$ cat src/rtl/fwsc_regs.svh
`ifndef FWSC_REGS_SVH
`define FWSC_REGS_SVH
// ****************************************
// register offsets
// ****************************************
`define FWSC_CTRL_OFF     12'h000
`define FWSC_CMD_OFF      12'h004
`define FWSC_ADDR_OFF     12'h008
`define FWSC_STAT_OFF     12'h00c
`define FWSC_RDATA_OFF    12'h010
`define FWSC_WDATA_OFF    12'h014
// ****************************************
// control fields
// ****************************************
`define FWSC_CTRL_PEN_BIT   0
`define FWSC_CTRL_BOOT_BIT  1
`define FWSC_CTRL_RST_BIT   2
`define FWSC_CTRL_BITS_BIT  3
// ****************************************
// command codes
// ****************************************
`define FWSC_CMD_WRITE    2'h0
`define FWSC_CMD_READ     2'h1
`define FWSC_CMD_SEQ      2'h2
// ****************************************
// status read byte fields
// ****************************************
`define FWSC_ST_ABN       7
`define FWSC_ST_CMDERR    6
`define FWSC_ST_PRGERR    5
`define FWSC_ST_ERSERR    4
`define FWSC_ST_CNTEXC    1
`define FWSC_ST_ADRERR    0
`define FWSC_ST_DEFMASK   8'hf3
// ****************************************
// timing
// ****************************************
`define FWSC_CLK_MHZ      100
`define FWSC_SETTLE_MS    10
`define FWSC_SETUP_MS     10
`define FWSC_SETTLE_CYC   (`FWSC_SETTLE_MS*1000*`FWSC_CLK_MHZ)
`define FWSC_SETUP_CYC    (`FWSC_SETUP_MS*1000*`FWSC_CLK_MHZ)
`define FWSC_CYC_NS       10
`define FWSC_PULSE_NS     100
`define FWSC_PULSE_CYC    ((`FWSC_PULSE_NS+`FWSC_CYC_NS-1)/`FWSC_CYC_NS)
`define FWSC_RESET_VAL    32'h0000_0000
`endif

$ cat src/rtl/fwsc_pkg.sv
package fwsc_pkg;
	typedef enum logic [5:0] {
		FWSC_IDLE  = 6'h01,
		FWSC_SETUP = 6'h02,
		FWSC_STRB  = 6'h04,
		FWSC_HOLD  = 6'h08,
		FWSC_LATCH = 6'h10,
		FWSC_GAP   = 6'h20
	} fwsc_state_e;
	typedef logic [7:0] fwsc_byte_t;
endpackage

$ cat src/rtl/fwsc_top.sv
`timescale 1ns/100ps
`include "fwsc_regs.svh"
module fwsc_top #(
	parameter int SETTLE_CYC = `FWSC_SETTLE_CYC,
	parameter int SETUP_CYC  = `FWSC_SETUP_CYC
) (
	// clock and reset
	input  wire logic        pclk,
	input  wire logic        presetn,
	// apb slave
	input  wire logic        psel,
	input  wire logic        penable,
	input  wire logic        pwrite,
	input  wire logic [11:0] paddr,
	input  wire logic [31:0] pwdata,
	output logic [31:0]      prdata,
	output logic             pready,
	output logic             pslverr,
	// device pins
	output logic             ce_n,
	output logic             oe_n,
	output logic             we_n,
	output logic [16:0]      addr_pin,
	output logic [7:0]       data_out,
	output logic             data_oe,
	input  wire logic [7:0]  flash_data_pin,
	output logic             program_enable_pin,
	output logic             dev_reset_n
);
	// ****************************************
	// state
	// ****************************************
	typedef struct packed {
		fwsc_pkg::fwsc_state_e st;
		logic [3:0]            cnt;
		logic [1:0]            op;
		logic                  ready;
		logic                  pen;
		logic                  boot;
		logic                  rst;
		logic                  rst_n;
		logic                  bits_set;
		logic [16:0]           addr;
		logic [7:0]            wdata;
		fwsc_pkg::fwsc_byte_t  rdata;
		logic                  busy;
		logic                  refused;
		logic [31:0]           prdata;
		logic                  pslverr;
		logic                  ce_n;
		logic                  oe_n;
		logic                  we_n;
		logic                  doe;
	} fwsc_s;
	fwsc_s s_reg;
	fwsc_s s_next;
	logic        wr_ctrl;
	logic        wr_cmd;
	logic        wr_addr;
	logic        wr_wdata;
	logic        rd_hit;
	logic [2:0]  rd_sel;
	logic        settle_done;
	logic        setup_done;
	logic        settle_seen_reg;
	logic        timer_go_reg;
	logic        pready_reg;
	logic        first_acc;
	logic        do_ctrl;
	logic        do_cmd;
	logic        do_addr;
	logic        do_wdata;
	logic        addr_misaligned;
	// ****************************************
	// apb bus address decode
	// ****************************************
	fwsc_apb u_apb (
		.pclk     (pclk),
		.presetn  (presetn),
		.psel     (psel),
		.penable  (penable),
		.pwrite   (pwrite),
		.paddr    (paddr),
		.wr_ctrl  (wr_ctrl),
		.wr_cmd   (wr_cmd),
		.wr_addr  (wr_addr),
		.wr_wdata (wr_wdata),
		.rd_hit   (rd_hit),
		.rd_sel   (rd_sel)
	);
	// ****************************************
	// register strobes
	// ****************************************
	// effects land in the first access cycle, so the registered
	// answer already stands when pready is sampled high
	// the second access cycle only carries the answer
	assign first_acc = psel && penable && !pready_reg;
	assign do_ctrl   = wr_ctrl && !pready_reg;
	assign do_cmd    = wr_cmd && !pready_reg;
	assign do_addr   = wr_addr && !pready_reg;
	assign do_wdata  = wr_wdata && !pready_reg;
	// program transfers want low byte 00 or 80; others still go out
	assign addr_misaligned = s_reg.addr[6:0] != 7'h00;
	// ****************************************
	// power-up timers
	// ****************************************
	// settle then setup chained on one timer each
	fwsc_timer #(.W(32)) u_settle (
		.pclk    (pclk),
		.presetn (presetn),
		.start   (timer_go_reg),
		.load    (SETTLE_CYC[31:0]),
		.done    (settle_done)
	);
	fwsc_timer #(.W(32)) u_setup (
		.pclk    (pclk),
		.presetn (presetn),
		.start   (settle_done),
		.load    (SETUP_CYC[31:0]),
		.done    (setup_done)
	);
	always_ff @(posedge pclk or negedge presetn) begin
		if (!presetn) begin
			timer_go_reg    <= 1'b1;
			settle_seen_reg <= 1'b0;
		end else begin
			timer_go_reg <= 1'b0;
			if (settle_done)
				settle_seen_reg <= 1'b1;
		end
	end
	// ****************************************
	// sequencer
	// ****************************************
	always_comb begin
		s_next = s_reg;
		s_next.prdata  = `FWSC_RESET_VAL;
		s_next.pslverr = 1'b0;
		// settle then setup; afterwards device is in memory read mode
		if (setup_done)
			s_next.ready = 1'b1;
		if (do_ctrl) begin
			s_next.boot = pwdata[`FWSC_CTRL_BOOT_BIT];
			s_next.rst  = pwdata[`FWSC_CTRL_RST_BIT];
			s_next.rst_n = !pwdata[`FWSC_CTRL_RST_BIT];
			s_next.bits_set = pwdata[`FWSC_CTRL_BITS_BIT];
			// enable only after settle; in boot mode only under reset
			if ((!s_reg.boot || s_reg.rst) && settle_seen_reg) begin
				// interrupts and watchdog stay with software while high
				if (pwdata[`FWSC_CTRL_PEN_BIT])
					s_next.pen = 1'b1;
				else if (!pwdata[`FWSC_CTRL_BITS_BIT])
					s_next.pen = 1'b0;
			end
		end
		// address passed on as written; the device flags a bad one
		if (do_addr)
			s_next.addr = pwdata[16:0];
		if (do_wdata)
			s_next.wdata = pwdata[7:0];
		// command writes refused until ready or while busy
		// erase before program and one program per block: software
		if (do_cmd) begin
			if (!s_reg.ready || s_reg.busy) begin
				s_next.refused = 1'b1;
				s_next.pslverr = 1'b1;
			end else begin
				s_next.busy    = 1'b1;
				s_next.refused = 1'b0;
				s_next.op      = pwdata[1:0];
			end
		end
		if (first_acc && !pwrite) begin
			case (rd_sel)
				3'h0: s_next.prdata = {28'h0, s_reg.bits_set, s_reg.rst,
					s_reg.boot, s_reg.pen};
				3'h1: s_next.prdata = {28'h0, addr_misaligned,
					s_reg.refused, s_reg.ready, s_reg.busy};
				3'h2: s_next.prdata = {15'h0, s_reg.addr};
				// undefined status bits 2 and 3 read back as zero
				// kept for software after an end and before power-off
				3'h3: s_next.prdata = {24'h0,
					s_reg.rdata & `FWSC_ST_DEFMASK};
				3'h4: s_next.prdata = {24'h0, s_reg.rdata};
				3'h5: s_next.prdata = {24'h0, s_reg.wdata};
				default: s_next.prdata = `FWSC_RESET_VAL;
			endcase
			s_next.pslverr = !rd_hit;
		end else if (first_acc && !(do_ctrl || do_cmd || do_addr
			|| do_wdata)) begin
			s_next.pslverr = 1'b1;
		end
		case (s_reg.st)
			fwsc_pkg::FWSC_IDLE: begin
				if (s_next.busy && !s_reg.busy)
					s_next.st = fwsc_pkg::FWSC_SETUP;
			end
			fwsc_pkg::FWSC_SETUP: begin
				s_next.ce_n = 1'b0;
				s_next.cnt  = 4'h0;
				if (s_reg.op == `FWSC_CMD_READ) begin
					s_next.oe_n = 1'b0;
				end else begin
					s_next.we_n = 1'b0;
					s_next.doe  = 1'b1;
				end
				s_next.st = fwsc_pkg::FWSC_STRB;
			end
			fwsc_pkg::FWSC_STRB: begin
				s_next.cnt = s_reg.cnt + 4'h1;
				if (s_reg.cnt == 4'(`FWSC_PULSE_CYC - 1))
					s_next.st = fwsc_pkg::FWSC_LATCH;
			end
			fwsc_pkg::FWSC_LATCH: begin
				// polling and status held by device on data pins
				if (s_reg.op == `FWSC_CMD_READ)
					s_next.rdata = flash_data_pin;
				s_next.we_n = 1'b1;
				s_next.oe_n = 1'b1;
				s_next.st   = fwsc_pkg::FWSC_HOLD;
			end
			fwsc_pkg::FWSC_HOLD: begin
				// data held past we rise for hold time
				s_next.doe  = 1'b0;
				s_next.ce_n = 1'b1;
				s_next.cnt  = 4'h0;
				s_next.st   = fwsc_pkg::FWSC_GAP;
			end
			fwsc_pkg::FWSC_GAP: begin
				s_next.cnt = s_reg.cnt + 4'h1;
				if (s_reg.cnt == 4'(`FWSC_PULSE_CYC - 1)) begin
					s_next.busy = 1'b0;
					s_next.st   = fwsc_pkg::FWSC_IDLE;
				end
			end
			default: s_next.st = fwsc_pkg::FWSC_IDLE;
		endcase
	end
	always_ff @(posedge pclk or negedge presetn) begin
		if (!presetn) begin
			s_reg <= '{st: fwsc_pkg::FWSC_IDLE, cnt: 4'h0, op: 2'h0,
				ready: 1'b0, pen: 1'b0, boot: 1'b0, rst: 1'b0, rst_n: 1'b1,
				bits_set: 1'b0, addr: 17'h0, wdata: 8'h00,
				rdata: 8'h00, busy: 1'b0, refused: 1'b0,
				prdata: 32'h0, pslverr: 1'b0, ce_n: 1'b1,
				oe_n: 1'b1, we_n: 1'b1, doe: 1'b0};
		end else begin
			s_reg <= s_next;
		end
	end
	// ****************************************
	// outputs
	// ****************************************
	// pen low from reset: supply assumed unstable until settle
	assign program_enable_pin = s_reg.pen;
	assign dev_reset_n = s_reg.rst_n;
	assign ce_n     = s_reg.ce_n;
	assign oe_n     = s_reg.oe_n;
	assign we_n     = s_reg.we_n;
	assign addr_pin = s_reg.addr;
	assign data_out = s_reg.wdata;
	assign data_oe  = s_reg.doe;
	assign prdata   = s_reg.prdata;
	assign pslverr  = s_reg.pslverr;
	// ****************************************
	// apb response
	// ****************************************
	// one wait state: answer is registered from the first access cycle
	always_ff @(posedge pclk or negedge presetn) begin
		if (!presetn)
			pready_reg <= 1'b0;
		else
			pready_reg <= first_acc;
	end
	assign pready = pready_reg;
endmodule // fwsc_top

$ cat src/rtl/fwsc_timer.sv
`timescale 1ns/100ps
`include "fwsc_regs.svh"
module fwsc_timer #(
	parameter int W = 32
) (
	// clock and reset
	input  wire logic         pclk,
	input  wire logic         presetn,
	// control
	input  wire logic         start,
	input  wire logic [W-1:0] load,
	// result
	output logic              done
);
	logic [W-1:0] cnt_reg;
	logic         done_reg;
	always_ff @(posedge pclk or negedge presetn) begin
		if (!presetn) begin
			cnt_reg  <= '0;
			done_reg <= 1'b0;
		end else if (start) begin
			cnt_reg  <= load;
			done_reg <= 1'b0;
		end else if (cnt_reg != '0) begin
			cnt_reg  <= cnt_reg - 1'b1;
			done_reg <= (cnt_reg == {{(W-1){1'b0}}, 1'b1});
		end else begin
			// one-cycle pulse so a chained timer starts only once
			done_reg <= 1'b0;
		end
	end
	assign done = done_reg;
endmodule // fwsc_timer

$ cat src/rtl/fwsc_apb.sv
`timescale 1ns/100ps
`include "fwsc_regs.svh"
module fwsc_apb (
	// apb
	input  wire logic        pclk,
	input  wire logic        presetn,
	input  wire logic        psel,
	input  wire logic        penable,
	input  wire logic        pwrite,
	input  wire logic [11:0] paddr,
	// decoded strobes
	output logic             wr_ctrl,
	output logic             wr_cmd,
	output logic             wr_addr,
	output logic             wr_wdata,
	output logic             rd_hit,
	output logic [2:0]       rd_sel
);
	logic acc;
	assign acc      = psel && penable;
	assign wr_ctrl  = acc && pwrite && paddr == `FWSC_CTRL_OFF;
	assign wr_cmd   = acc && pwrite && paddr == `FWSC_CMD_OFF;
	assign wr_addr  = acc && pwrite && paddr == `FWSC_ADDR_OFF;
	assign wr_wdata = acc && pwrite && paddr == `FWSC_WDATA_OFF;
	always_comb begin
		rd_hit = 1'b1;
		rd_sel = 3'h7;
		case (paddr)
			`FWSC_CTRL_OFF:  rd_sel = 3'h0;
			`FWSC_CMD_OFF:   rd_sel = 3'h1;
			`FWSC_ADDR_OFF:  rd_sel = 3'h2;
			`FWSC_STAT_OFF:  rd_sel = 3'h3;
			`FWSC_RDATA_OFF: rd_sel = 3'h4;
			`FWSC_WDATA_OFF: rd_sel = 3'h5;
			default:         rd_hit = 1'b0;
		endcase
	end
endmodule // fwsc_apb

$ cat config.mk
export PLATFORM = sky130hd
export DESIGN_NAME = fwsc_top
export DESIGN_NICKNAME = d
export VERILOG_FILES = /design/src/rtl/fwsc_pkg.sv /design/src/rtl/fwsc_top.sv /design/src/rtl/fwsc_timer.sv /design/src/rtl/fwsc_apb.sv
export VERILOG_INCLUDE_DIRS = /design/src /design/src/rtl
export SDC_FILE = /design/constraint.sdc
export NUM_CORES = 1
export LEC_CHECK = 0
export ABC_AREA = 0
export BUFFER_PORTS_ARGS = -buffer_cell sky130_fd_sc_hd__buf_4
export CORE_ASPECT_RATIO = 0.75
export CORE_UTILIZATION = 55
export DETAILED_ROUTE_END_ITERATION = 10
export PLACE_DENSITY = 0.87
export SETUP_SLACK_MARGIN = 0.3
export SLEW_MARGIN = 20
export SYNTH_ARGS = -nofsm -noshare
export SYNTH_HDL_FRONTEND = slang
export SYNTH_HIERARCHICAL = 1
export SYNTH_SLANG_ARGS = --single-unit
$ cat constraint.sdc
create_clock -name pclk -period 2.39 [get_ports pclk]
set_clock_uncertainty 0.1 [all_clocks]
set_input_delay 0.239 -clock pclk [delete_from_list [all_inputs] [get_ports pclk]]
set_output_delay 0.239 -clock pclk [all_outputs]
set_load 0.005 [all_outputs]
### Word level (Yosys, flattened, before mapping)

Cells that the tools add are included.

* input bits: 57
* memories: 0
* flip-flop bits (word level): 159
* latch bits: 0
* bits in writable memories: 0
* bits in read-only memories: 0

* reduce and logical (&&, ||, !) cells: 48
* $mul: 0
* add/sub/neg operators: 3
* muxes and demuxes: 32
* $lt $le $gt $ge: 0
* equality and inequality tests: 26
* shift-type cells: 0
* bitwise gates (word level): 1
* div/mod/pow operators: 0

Operators with widths (number)
* $mux 32: 5
* $pmux 17 s6: 1
* $eq 32x1->1 const B: 2
* $reduce_bool 32->1: 2
* $sub 32x1->32 const B: 2
* $pmux 6 s6: 1
* $eq 12x4->1 const B: 2
* $eq 12x5->1 const B: 2
* $mux 6: 3
* $pmux 3 s6: 1
* $logic_and 1x1->1: 15
* $mux 1: 15
* $eq 12x3->1 const B: 1
* $logic_not 12->1: 1
* $ne 2x2->1 const B: 6
* $reduce_and 2->1: 5
* $reduce_bool 2->1: 5
* $logic_not 1->1: 8
* $pmux 4 s2: 1
* $reduce_bool 7->1: 1
* $eq 3x2->1 const B: 2
* $eq 3x3->1 const B: 2
* $eq 6x1->1 const B: 1
* $eq 6x2->1 const B: 1
* other kinds (17): 25

### Depth between registers and ports, before layout

Gate-level depths: netlist of run 1.

* depth in word-level cells: 11
* depth in mapped cells: 9
* gate-level depth less buffers: 8

### Modules after synthesis

The synthesis of run 1 kept the hierarchy.

Modules (own cells, without submodules)
* fwsc_timer: cells an instance 222, area each 1983.2 um^2, times used 2
* fwsc_top: cells an instance 332, area each 3829.9 um^2, times used 1
* fwsc_apb: cells an instance 15, area each 136.4 um^2, times used 1

### Worst setup path before layout of run 1

OpenSTA, ideal clock, no wires.

* path type: input-to-reg
* from: input paddr[7]
* to: register s_reg (netlist bit addr_pin[10])
* stages: 7
* buffers on the path: 2
* required time: 2.162 ns
* arrival: 2.021 ns
* library setup time: 0.128 ns
* path slack: 0.142 ns
* cell sequence: nor4_4 -> nand4b_4 -> nor4_1 -> nor2b_1 -> clkbuf_1 -> buf_2 -> mux2_1

* cells in the longest elaborated chain, start to end: 3

RTL lines
* start, declared: RTL line fwsc_top.sv:14 `input wire logic [11:0] paddr,`
* $eq 12x4->1 (no source line)
* $logic_and 1x1->1 (no source line)
* via wr_addr: RTL line fwsc_top.sv:59 `logic wr_addr;`
* $logic_and 1x1->1: RTL line fwsc_top.sv:100 `assign do_addr = wr_addr && !pready_reg;`
* end signal, assigned: RTL line fwsc_top.sv:241 `s_reg <= '{st: fwsc_pkg::FWSC_IDLE, cnt: 4'h0, op: 2'h0,`
* end signal, assigned: RTL line fwsc_top.sv:248 `s_reg <= s_next;`
* end, declared: RTL line fwsc_top.sv:55 `fwsc_s s_reg;`

The timed path passes the listed nets, and every way through them passes these cells.
A chain may end at the register's enable or synchronous reset.

### Worst setup path in the final report of run 1

* from: register u_settle.cnt_reg[17]
* to: register u_settle.cnt_reg[29]

* cells in the longest elaborated chain, start to end: 3
* elaborated cells between the ends (all ways): 5
* those cells by class: add/sub (1); mux (2); reduce/logical (2)

RTL lines
* start, declared: RTL line fwsc_timer.sv:15 `logic [W-1:0] cnt_reg;`
* start signal, assigned: RTL line fwsc_timer.sv:22 `cnt_reg <= load;`
* start signal, assigned: RTL line fwsc_timer.sv:25 `cnt_reg <= cnt_reg - 1'b1;`
* $sub 32x1->32: RTL line fwsc_timer.sv:25
* $mux 32: RTL line fwsc_timer.sv:24 `end else if (cnt_reg != '0) begin`
* $mux 32: RTL line fwsc_timer.sv:21 `end else if (start) begin`

Parallel ways exist; a longest one is shown, timed or not. The select of a mux whose other input is x is not followed.

==> flow_summary_export.csv, run 1 <==
group,metric,value,unit
outcome,status,"finished, violations left",
outcome,violations,"setup timing",
timing,maxSlewViolCount,0,
finish,instances_no_fill,1191,
drt,vias_per_cell,6.551,
setup_path,regToRegSetupSlack,-0.02,ns
clock_tree,clkSinkCount,144,
clock_tree,clock_path_buffers,2,
timing,tightest_slew,0.8578,ns
timing,fmax,415.8,MHz
grt,grt_pass1_wl,37950,um
clock_tree,cts_root_buf,"clkbuf_16",
setup_path,timing.rr.start,"u_settle/cnt_reg[17]$_DFFE_PN0P_",
drt,drc,0,
grt,grt.overflow.total,0,
drt,ant_nets,0,
synth,synth_top_cell_by_area,"dfrtp_1",
die,io_pins,122,
setup_path,worst-path-buf-inv,0,
finish,drive_gt1_share,36.26,%
setup_path,cp.depth,6,
pwr,power_density,583.7,nW/um2
pwr,p_leak,4.949,nW
finish,final_nets,1065,
grt,grt_pass1_vias,7290,
pwr,ir_worst_vdd,0.0005584,V
clock_tree,cts_tree,"yes",
synth,synth_flop_cell,"dfrtp_1",
timing,rsz0062_at_grt,"yes",
synth,synth_common_cells,"138 x dfrtp_1, 78 x nor2_1, 61 x buf_4",
setup_path,arrival,2.61,ns
drt,drt_iter0_markers,1067,
synth,yosys_register_bits,144,
synth,yosysTopAreaCellShare,43.53,%
grt,grt_usage,32.61,%
synth,synth_edf_count,0,
die,core_area,13890,um2
grt,antenna_found_initial,2,
clock_tree,clkSlewWorstSetupHoldPaths,0.08,ns
setup_path,cp_slowest_stage_delay,0.57,ns
setup_path,cp_top_family,"simple AND/OR/NAND/NOR gates",
setup_path,criticalPathCategory,"reg2reg",
synth,ys_warn_count,6,
flow_run,drv_cap,0,
placement,dp_hpwl,12400,um
die,dieArea,14910,um2
setup_path,start_kind,"flop",
synth,syn_avg_cell_area,10.03,um2
synth,synth_area,7933,um2
drt,vias,7802,
synth,yosys-top-cells-area,"dfrtp_1 44%, buf_4 5.8%, nor2_1 3.7%",
setup_path,cp.required,2.60,ns
finish,syn_to_final_growth,33.85,%
synth,yosysSeqAreaShare,45.52,%
timing,slew_headroom,42.73,%
clock_tree,clock_latency,0.44,ns
setup_path,cpMaxStageDelayCell,"or4_4",
worst_hold_path,holdPathEnd,"pready$_DFF_PN0_",
pwr,power,6.197,mW
synth,synthCells,791,
worst_hold_path,min_path_cells,2,
clock_tree,cts_buffers,17,
timing,finalCritPeriodShare,100.6,%
timing,finalWorstSetupSlack,-0.01529,ns
setup_path,crit_path_max_fanout,3,
die,num_rows,37,
timing,setup_viol,1,
clock_tree,htree_levels,4,
timing,hold_viol,0,
placement,place_inst,1087,
grt,grt_max_degree,64,
synth,yosysMostFrequentCell,"dfrtp_1",
die,start_util,57.12,%
setup_path,crit_chain,"or4_4 > nor2_4 > nand4_1 > nor2_1 > xnor2_1 > a211oi_1",
drt,drt_wl_total,28280,um
timing,fin_crit,2.405,ns
setup_path,regToRegEndpoint,"u_settle/cnt_reg[29]$_DFFE_PN0P_",
worst_hold_path,hp-start,"psel",
die,die_x,140.7,um
placement,gp_congestion,0.8532,
setup_path,critPathCaptureType,"flop",
synth,ys_async_sr_fraction,100.0,%
synth,synth.distinct_cells,73,
finish,final_core_util,76.45,%
drt,routedWlPerCell,23.75,um
drt,dr.pass1.iters,6,
placement,port_buffers,91,
setup_path,r2r_cells,6,
die,die_h,106.0,um
worst_hold_path,min_path_type,"in2reg",
==> worst register-to-register path, delay by kind of cell (launching register included) <==
kind / cells / cell delay [ns]
compound gates: 1 / 0.35
xor+xnor: 1 / 0.12
flops: 1 / 0.44
simple gates: 4 / 1.27
==> cells by family after synthesis <==
family          Yosys count  share of synthesized area [%]
simple gates            275                          19.98
compound gates          164                          13.49
flops                   144                          45.52
buf+inv                 111                          8.612
mux                      55                          7.602
xor+xnor                 34                          3.754
fa+ha+maj                 6                         0.9463
other cells               2                        0.09467
==> power by group <==
part	leakage, nW	internal (mW)	switching [mW]
clock	0.287	1.49	1.27
sequential	1.84	2.55	0.169
combinational	2.83	0.337	0.383
total	4.95	4.38	1.82
==> final cells by class <==
type | instances | area, um2
Antenna cell | 1 | 2.502
Timing Repair Buffer | 203 | 1684
Multi-Input combinational cell | 617 | 4427
Clock buffer | 17 | 425.4
Clock inverter | 15 | 166.4
Sequential cell | 144 | 3622
Inverter | 19 | 71.32
Tap cell | 175 | 219.0
Fill cell | 736 | 3271
==> layout by cell type, fill, tap and decap left out, drive strengths merged, types with 5 or more instances in the layout <==
| cell type | Yosys | layout |
|---|---|---|
| a211o | 5 | 5 |
| a211oi | 7 | 7 |
| a21o | 5 | 5 |
| a21oi | 48 | 48 |
| a22oi | 5 | 5 |
| a2bb2oi | 5 | 5 |
| a311oi | 8 | 8 |
| a31oi | 7 | 7 |
| and2 | 11 | 11 |
| buf | 70 | 177 |
| clkbuf | 20 | 17 |
| conb | 2 | 80 |
| dfrtp | 138 | 138 |
| dfstp | 6 | 6 |
| dlygate4sd3 | 0 | 26 |
| ha | 6 | 6 |
| inv | 19 | 28 |
| mux2 | 42 | 42 |
| mux2i | 13 | 13 |
| nand2 | 41 | 41 |
| nand2b | 6 | 8 |
| nand3 | 23 | 23 |
| nand4 | 11 | 11 |
| nand4b | 5 | 5 |
| nor2 | 78 | 78 |
| nor2b | 14 | 15 |
| nor3 | 29 | 29 |
| nor4 | 18 | 18 |
| o21a | 5 | 5 |
| o21ai | 44 | 44 |
| o221a | 8 | 8 |
| or3 | 5 | 5 |
| or4 | 9 | 9 |
| xnor2 | 16 | 16 |
| xor2 | 18 | 18 |
==> metrics by stage <==
step | setup TNS [ns] | setup WS (ns) | hold WS, ns | cell area, um2
final | -0.01529 | -0.01529 | 0.05566 | 10620
after global routing | 0 | 0.01193 | 0.05393 | 10620
after CTS | 0 | 0.2770 | 0.03053 | 10080
after detailed placement | 0 | 0.07930 | 0.1652 | 8927
after global placement | 0 | 0.1353 | 0.1630 | 8927
after floorplan | 0 | 0.2680 | -0.1566 | 8279
==> per-layer routing <==
metal | up-vias | global-route usage [%] | share of wire, %
met2 | 728 | 54.51 | 46
met3 | 238 | 6.396 | 11
met5 | - | 0 | 0.046
li1 | 3132 | - | -
met1 | 3702 | 41.03 | 36
met4 | 2 | 15.22 | 7.0
==> worst max path at each step <==
stage / end / startpoint
final: u_settle/cnt_reg[29]$_DFFE_PN0P_ / u_settle/cnt_reg[17]$_DFFE_PN0P_
after global routing: s_reg[84]$_DFFE_PN1P_ / s_reg[86]$_DFFE_PN0P_
after CTS: u_setup/cnt_reg[17]$_DFFE_PN0P_ / u_setup/cnt_reg[4]$_DFFE_PN0P_
after detailed placement: s_reg[89]$_DFFE_PN0P_ / paddr[7]
after global placement: s_reg[89]$_DFFE_PN0P_ / paddr[7]
after floorplan: u_settle/cnt_reg[17]$_DFFE_PN0P_ / u_settle/cnt_reg[3]$_DFFE_PN0P_
==> timing repair <==
item,4_1_cts,5_1_grt
hold buffers,26,0
cloned,2,1
buffers inserted,22,20
endpoints found under the setup margin,50,63
gates resized for setup,28,105
pin swaps,15,48
endpoints found under the hold margin,94,0
Power figures use the tool's default switching activity.
==> inputs of run 2 (changes only) <==
--- a/config.mk
+++ b/config.mk
@@ -6,12 +6,12 @@
 export SDC_FILE = /design/constraint.sdc
 export NUM_CORES = 1
 export LEC_CHECK = 0
-export ABC_AREA = 0
+export ABC_AREA = 1
 export BUFFER_PORTS_ARGS = -buffer_cell sky130_fd_sc_hd__buf_4
 export CORE_ASPECT_RATIO = 0.75
 export CORE_UTILIZATION = 55
 export DETAILED_ROUTE_END_ITERATION = 10
-export PLACE_DENSITY = 0.87
+export PLACE_DENSITY = 0.86
 export SETUP_SLACK_MARGIN = 0.3
 export SLEW_MARGIN = 20
 export SYNTH_ARGS = -nofsm -noshare
==> constraint.sdc (replaced) <==
create_clock -name pclk -period 2.39 [get_ports pclk]
set_clock_uncertainty 0.1 [all_clocks]
set_input_delay 0.239 -clock pclk [delete_from_list [all_inputs] [get_ports pclk]]
set_output_delay 0.239 -clock pclk [all_outputs]
set_load 0.1 [all_outputs]
==> flow_summary_export.csv, run 2 <==
group,metric,value,unit
outcome,status,"complete, no violations",
clock_tree,cts_buffers,17,
synth,synth_flop_cell,"dfrtp_1",
timing,setup_viol,0,
finish,instances_no_fill,1669,
drt,dr.pass1.iters,7,
timing,fmax,499.2,MHz
clock_tree,clkSinkCount,144,
synth,yosys_register_bits,144,
setup_path,critPathCaptureType,"flop",
setup_path,cp_slowest_stage_delay,0.41,ns
timing,finalCritPeriodShare,83.81,%
worst_hold_path,min_path_cells,3,
pwr,power_density,550.6,nW/um2
die,io_pins,122,
synth,synth_area,8957,um2
placement,place_inst,1607,
pwr,ir_worst_vdd,0.0004702,V
setup_path,start_kind,"flop",
setup_path,worst-path-buf-inv,3,
worst_hold_path,holdPathEnd,"pready$_DFF_PN0_",
drt,drt_iter0_markers,623,
finish,syn_to_final_growth,18.63,%
flow_run,drv_cap,0,
synth,yosys-top-cells-area,"dfrtp_1 39%, nand2_1 16%, nor2_1 10%",
drt,vias,8470,
drt,drc,0,
drt,vias_per_cell,5.075,
drt,drt_wl_total,22360,um
placement,gp_congestion,0.8912,
clock_tree,clkSlewWorstSetupHoldPaths,0.07,ns
setup_path,cp.required,2.62,ns
clock_tree,htree_levels,4,
die,start_util,56.11,%
grt,antenna_found_initial,0,
timing,fin_tns_setup,0,ns
synth,ys_async_sr_fraction,100.0,%
grt,grt_usage,27.63,%
synth,syn_avg_cell_area,6.890,um2
placement,port_buffers,91,
drt,ant_nets,0,
synth,ys_warn_count,6,
finish,drive_gt1_share,14.60,%
synth,synthCells,1300,
clock_tree,cts_tree,"yes",
grt,grt_max_degree,69,
finish,num_antenna_cells,0,
finish,final_nets,1509,
setup_path,crit_path_max_fanout,12,
timing,hold_viol,0,
timing,tightest_slew,0.6376,ns
die,die_x,149.4,um
grt,grt_pass1_vias,7904,
die,die_h,112.5,um
finish,mostFrequentLayoutCells,"372 x nand2_1, 246 x nor2_1, 153 x inv_1, 138 x dfrtp_1, 103 x buf_4",
setup_path,r2r_cells,11,
grt,grt_pass1_wl,36580,um
setup_path,timing.rr.start,"u_setup/cnt_reg[0]$_DFFE_PN0P_",
synth,synth_common_cells,"372 x nand2_1, 246 x nor2_1, 153 x inv_1",
clock_tree,cts_root_buf,"clkbuf_16",
setup_path,arrival,2.23,ns
setup_path,crit_chain,"inv_1 > ha_2 > nand2_2 > clkinv_2 > nand2_2 > nor2_4 > nand2_4 > nor2_4 > nor2_1 > nand2_1 > inv_1",
timing,maxSlewViolCount,0,
finish,nFillCells,1321,
timing,rsz0062_at_grt,"yes",
setup_path,regToRegSetupSlack,0.39,ns
synth,yosysMostFrequentCell,"nand2_1",
grt,grt.overflow.total,0,
placement,dp_hpwl,15470,um
setup_path,cp_top_family,"simple AND/OR/NAND/NOR gates",
clock_tree,clock_latency,0.43,ns
die,dieArea,16810,um2
die,core_area,15970,um2
synth,synth.distinct_cells,40,
synth,synth_edf_count,0,
drt,routedWlPerCell,13.40,um
synth,yosysSeqAreaShare,40.31,%
setup_path,regToRegEndpoint,"u_setup/cnt_reg[22]$_DFFE_PN0P_",
finish,final_common_cell,"nand2_1",
pwr,p_leak,5.694,nW
synth,yosysTopAreaCellShare,38.55,%
die,num_rows,40,
setup_path,cpMaxStageDelayCell,"dfrtp_1",
timing,fin_crit,2.003,ns
synth,synth_top_cell_by_area,"dfrtp_1",
timing,slew_headroom,57.49,%
worst_hold_path,hp-start,"penable",
worst_hold_path,min_path_type,"in2reg",
setup_path,criticalPathCategory,"reg2reg",
clock_tree,clock_path_buffers,2,
run 2: power by group:
part | internal, mW | switching [mW] | total (mW) | leakage, nW
combinational | 0.177 | 0.394 | 0.571 | 3.59
clock | 1.57 | 1.15 | 2.72 | 0.294
sequential | 2.50 | 0.0650 | 2.56 | 1.81
run 2: per-stage QoR:
| stage | instance area, um2 | utilization, % | worst slack [ns] | total power, mW | hold slack (ns) |
|---|---|---|---|---|---|
| after floorplan | 9250 | - | 0.6098 | 2.960 | -0.1566 |
| after global placement | 9713 | 60.84 | 0.3917 | 3.114 | 0.1911 |
| after detailed placement | 9713 | 60.84 | 0.3282 | 3.128 | 0.1833 |
| after CTS | 10560 | 66.17 | 0.3101 | 5.868 | 0.03629 |
| after global routing | 10630 | 66.56 | 0.2684 | 6.057 | 0.06893 |
| final | 10630 | 66.56 | 0.3868 | 5.851 | 0.05377 |
run 2: metal layers:
metal	up-vias	part of all wire [%]	global-route usage, %	wire [um]
met4	0	1.5	8.707	343
met2	345	47	45.28	10540
met1	3899	44	37.01	9923
met3	35	7.0	5.081	1558
met5	-	0	0	0
li1	4191	-	-	-
run 2: kinds of logic after synthesis:
logic type	Yosys count	synth area share [%]
adder cells (fa/ha/maj)	6	0.8381
AND/OR/NAND/NOR	794	38.50
flip-flops	144	40.31
buffers and inverters	244	13.27
AO/OA/AOI/OAI	96	5.629
XOR/XNOR	14	1.369
other	2	0.08384
run 2: what timing repair did:
action,4_1_cts,5_1_grt
gates resized for setup,0,4
hold endpoints to repair,91,0
setup buffers,0,3
hold buffers,25,0
endpoints found under the setup margin,0,57
run 2: how the worst max path moves through the flow:
stage                                               start  depth (start not counted)                          endpoint  slack (ns)
final                      u_setup/cnt_reg[0]$_DFFE_PN0P_                         11   u_setup/cnt_reg[22]$_DFFE_PN0P_        0.39
after floorplan                          pready$_DFF_PN0_                          6               prdata[2]$_DFF_PN0_        0.61
after CTS                  u_setup/cnt_reg[0]$_DFFE_PN0P_                         11   u_setup/cnt_reg[29]$_DFFE_PN0P_        0.31
after detailed placement   u_setup/cnt_reg[0]$_DFFE_PN0P_                         11   u_setup/cnt_reg[29]$_DFFE_PN0P_        0.33
after global placement    u_settle/cnt_reg[0]$_DFFE_PN0P_                         11  u_settle/cnt_reg[31]$_DFFE_PN0P_        0.39
after global routing      u_settle/cnt_reg[0]$_DFFE_PN0P_                         11  u_settle/cnt_reg[19]$_DFFE_PN0P_        0.27
run 2: worst register-to-register path, cell delays in order, from the launching register on:
cell and delay (ns):
dfrtp_1 0.41, inv_1 0.12, ha_2 0.26, nand2_2 0.09
clkinv_2 0.09, nand2_2 0.08, nor2_4 0.12, nand2_4 0.12
nor2_4 0.33, nor2_1 0.08, nand2_1 0.07, inv_1 0.04
run 2: area by class of cell:
cell class | instances | area (um2) | area share, %
multi-input cells | 992 | 4491 | 42.26
flip-flops and latches | 144 | 3611 | 33.98
repair buffers | 130 | 1055 | 9.926
inverters | 161 | 606.8 | 5.711
clock buffers | 17 | 425.4 | 4.003
well taps | 210 | 262.8 | 2.473
clock inverters | 15 | 175.2 | 1.648
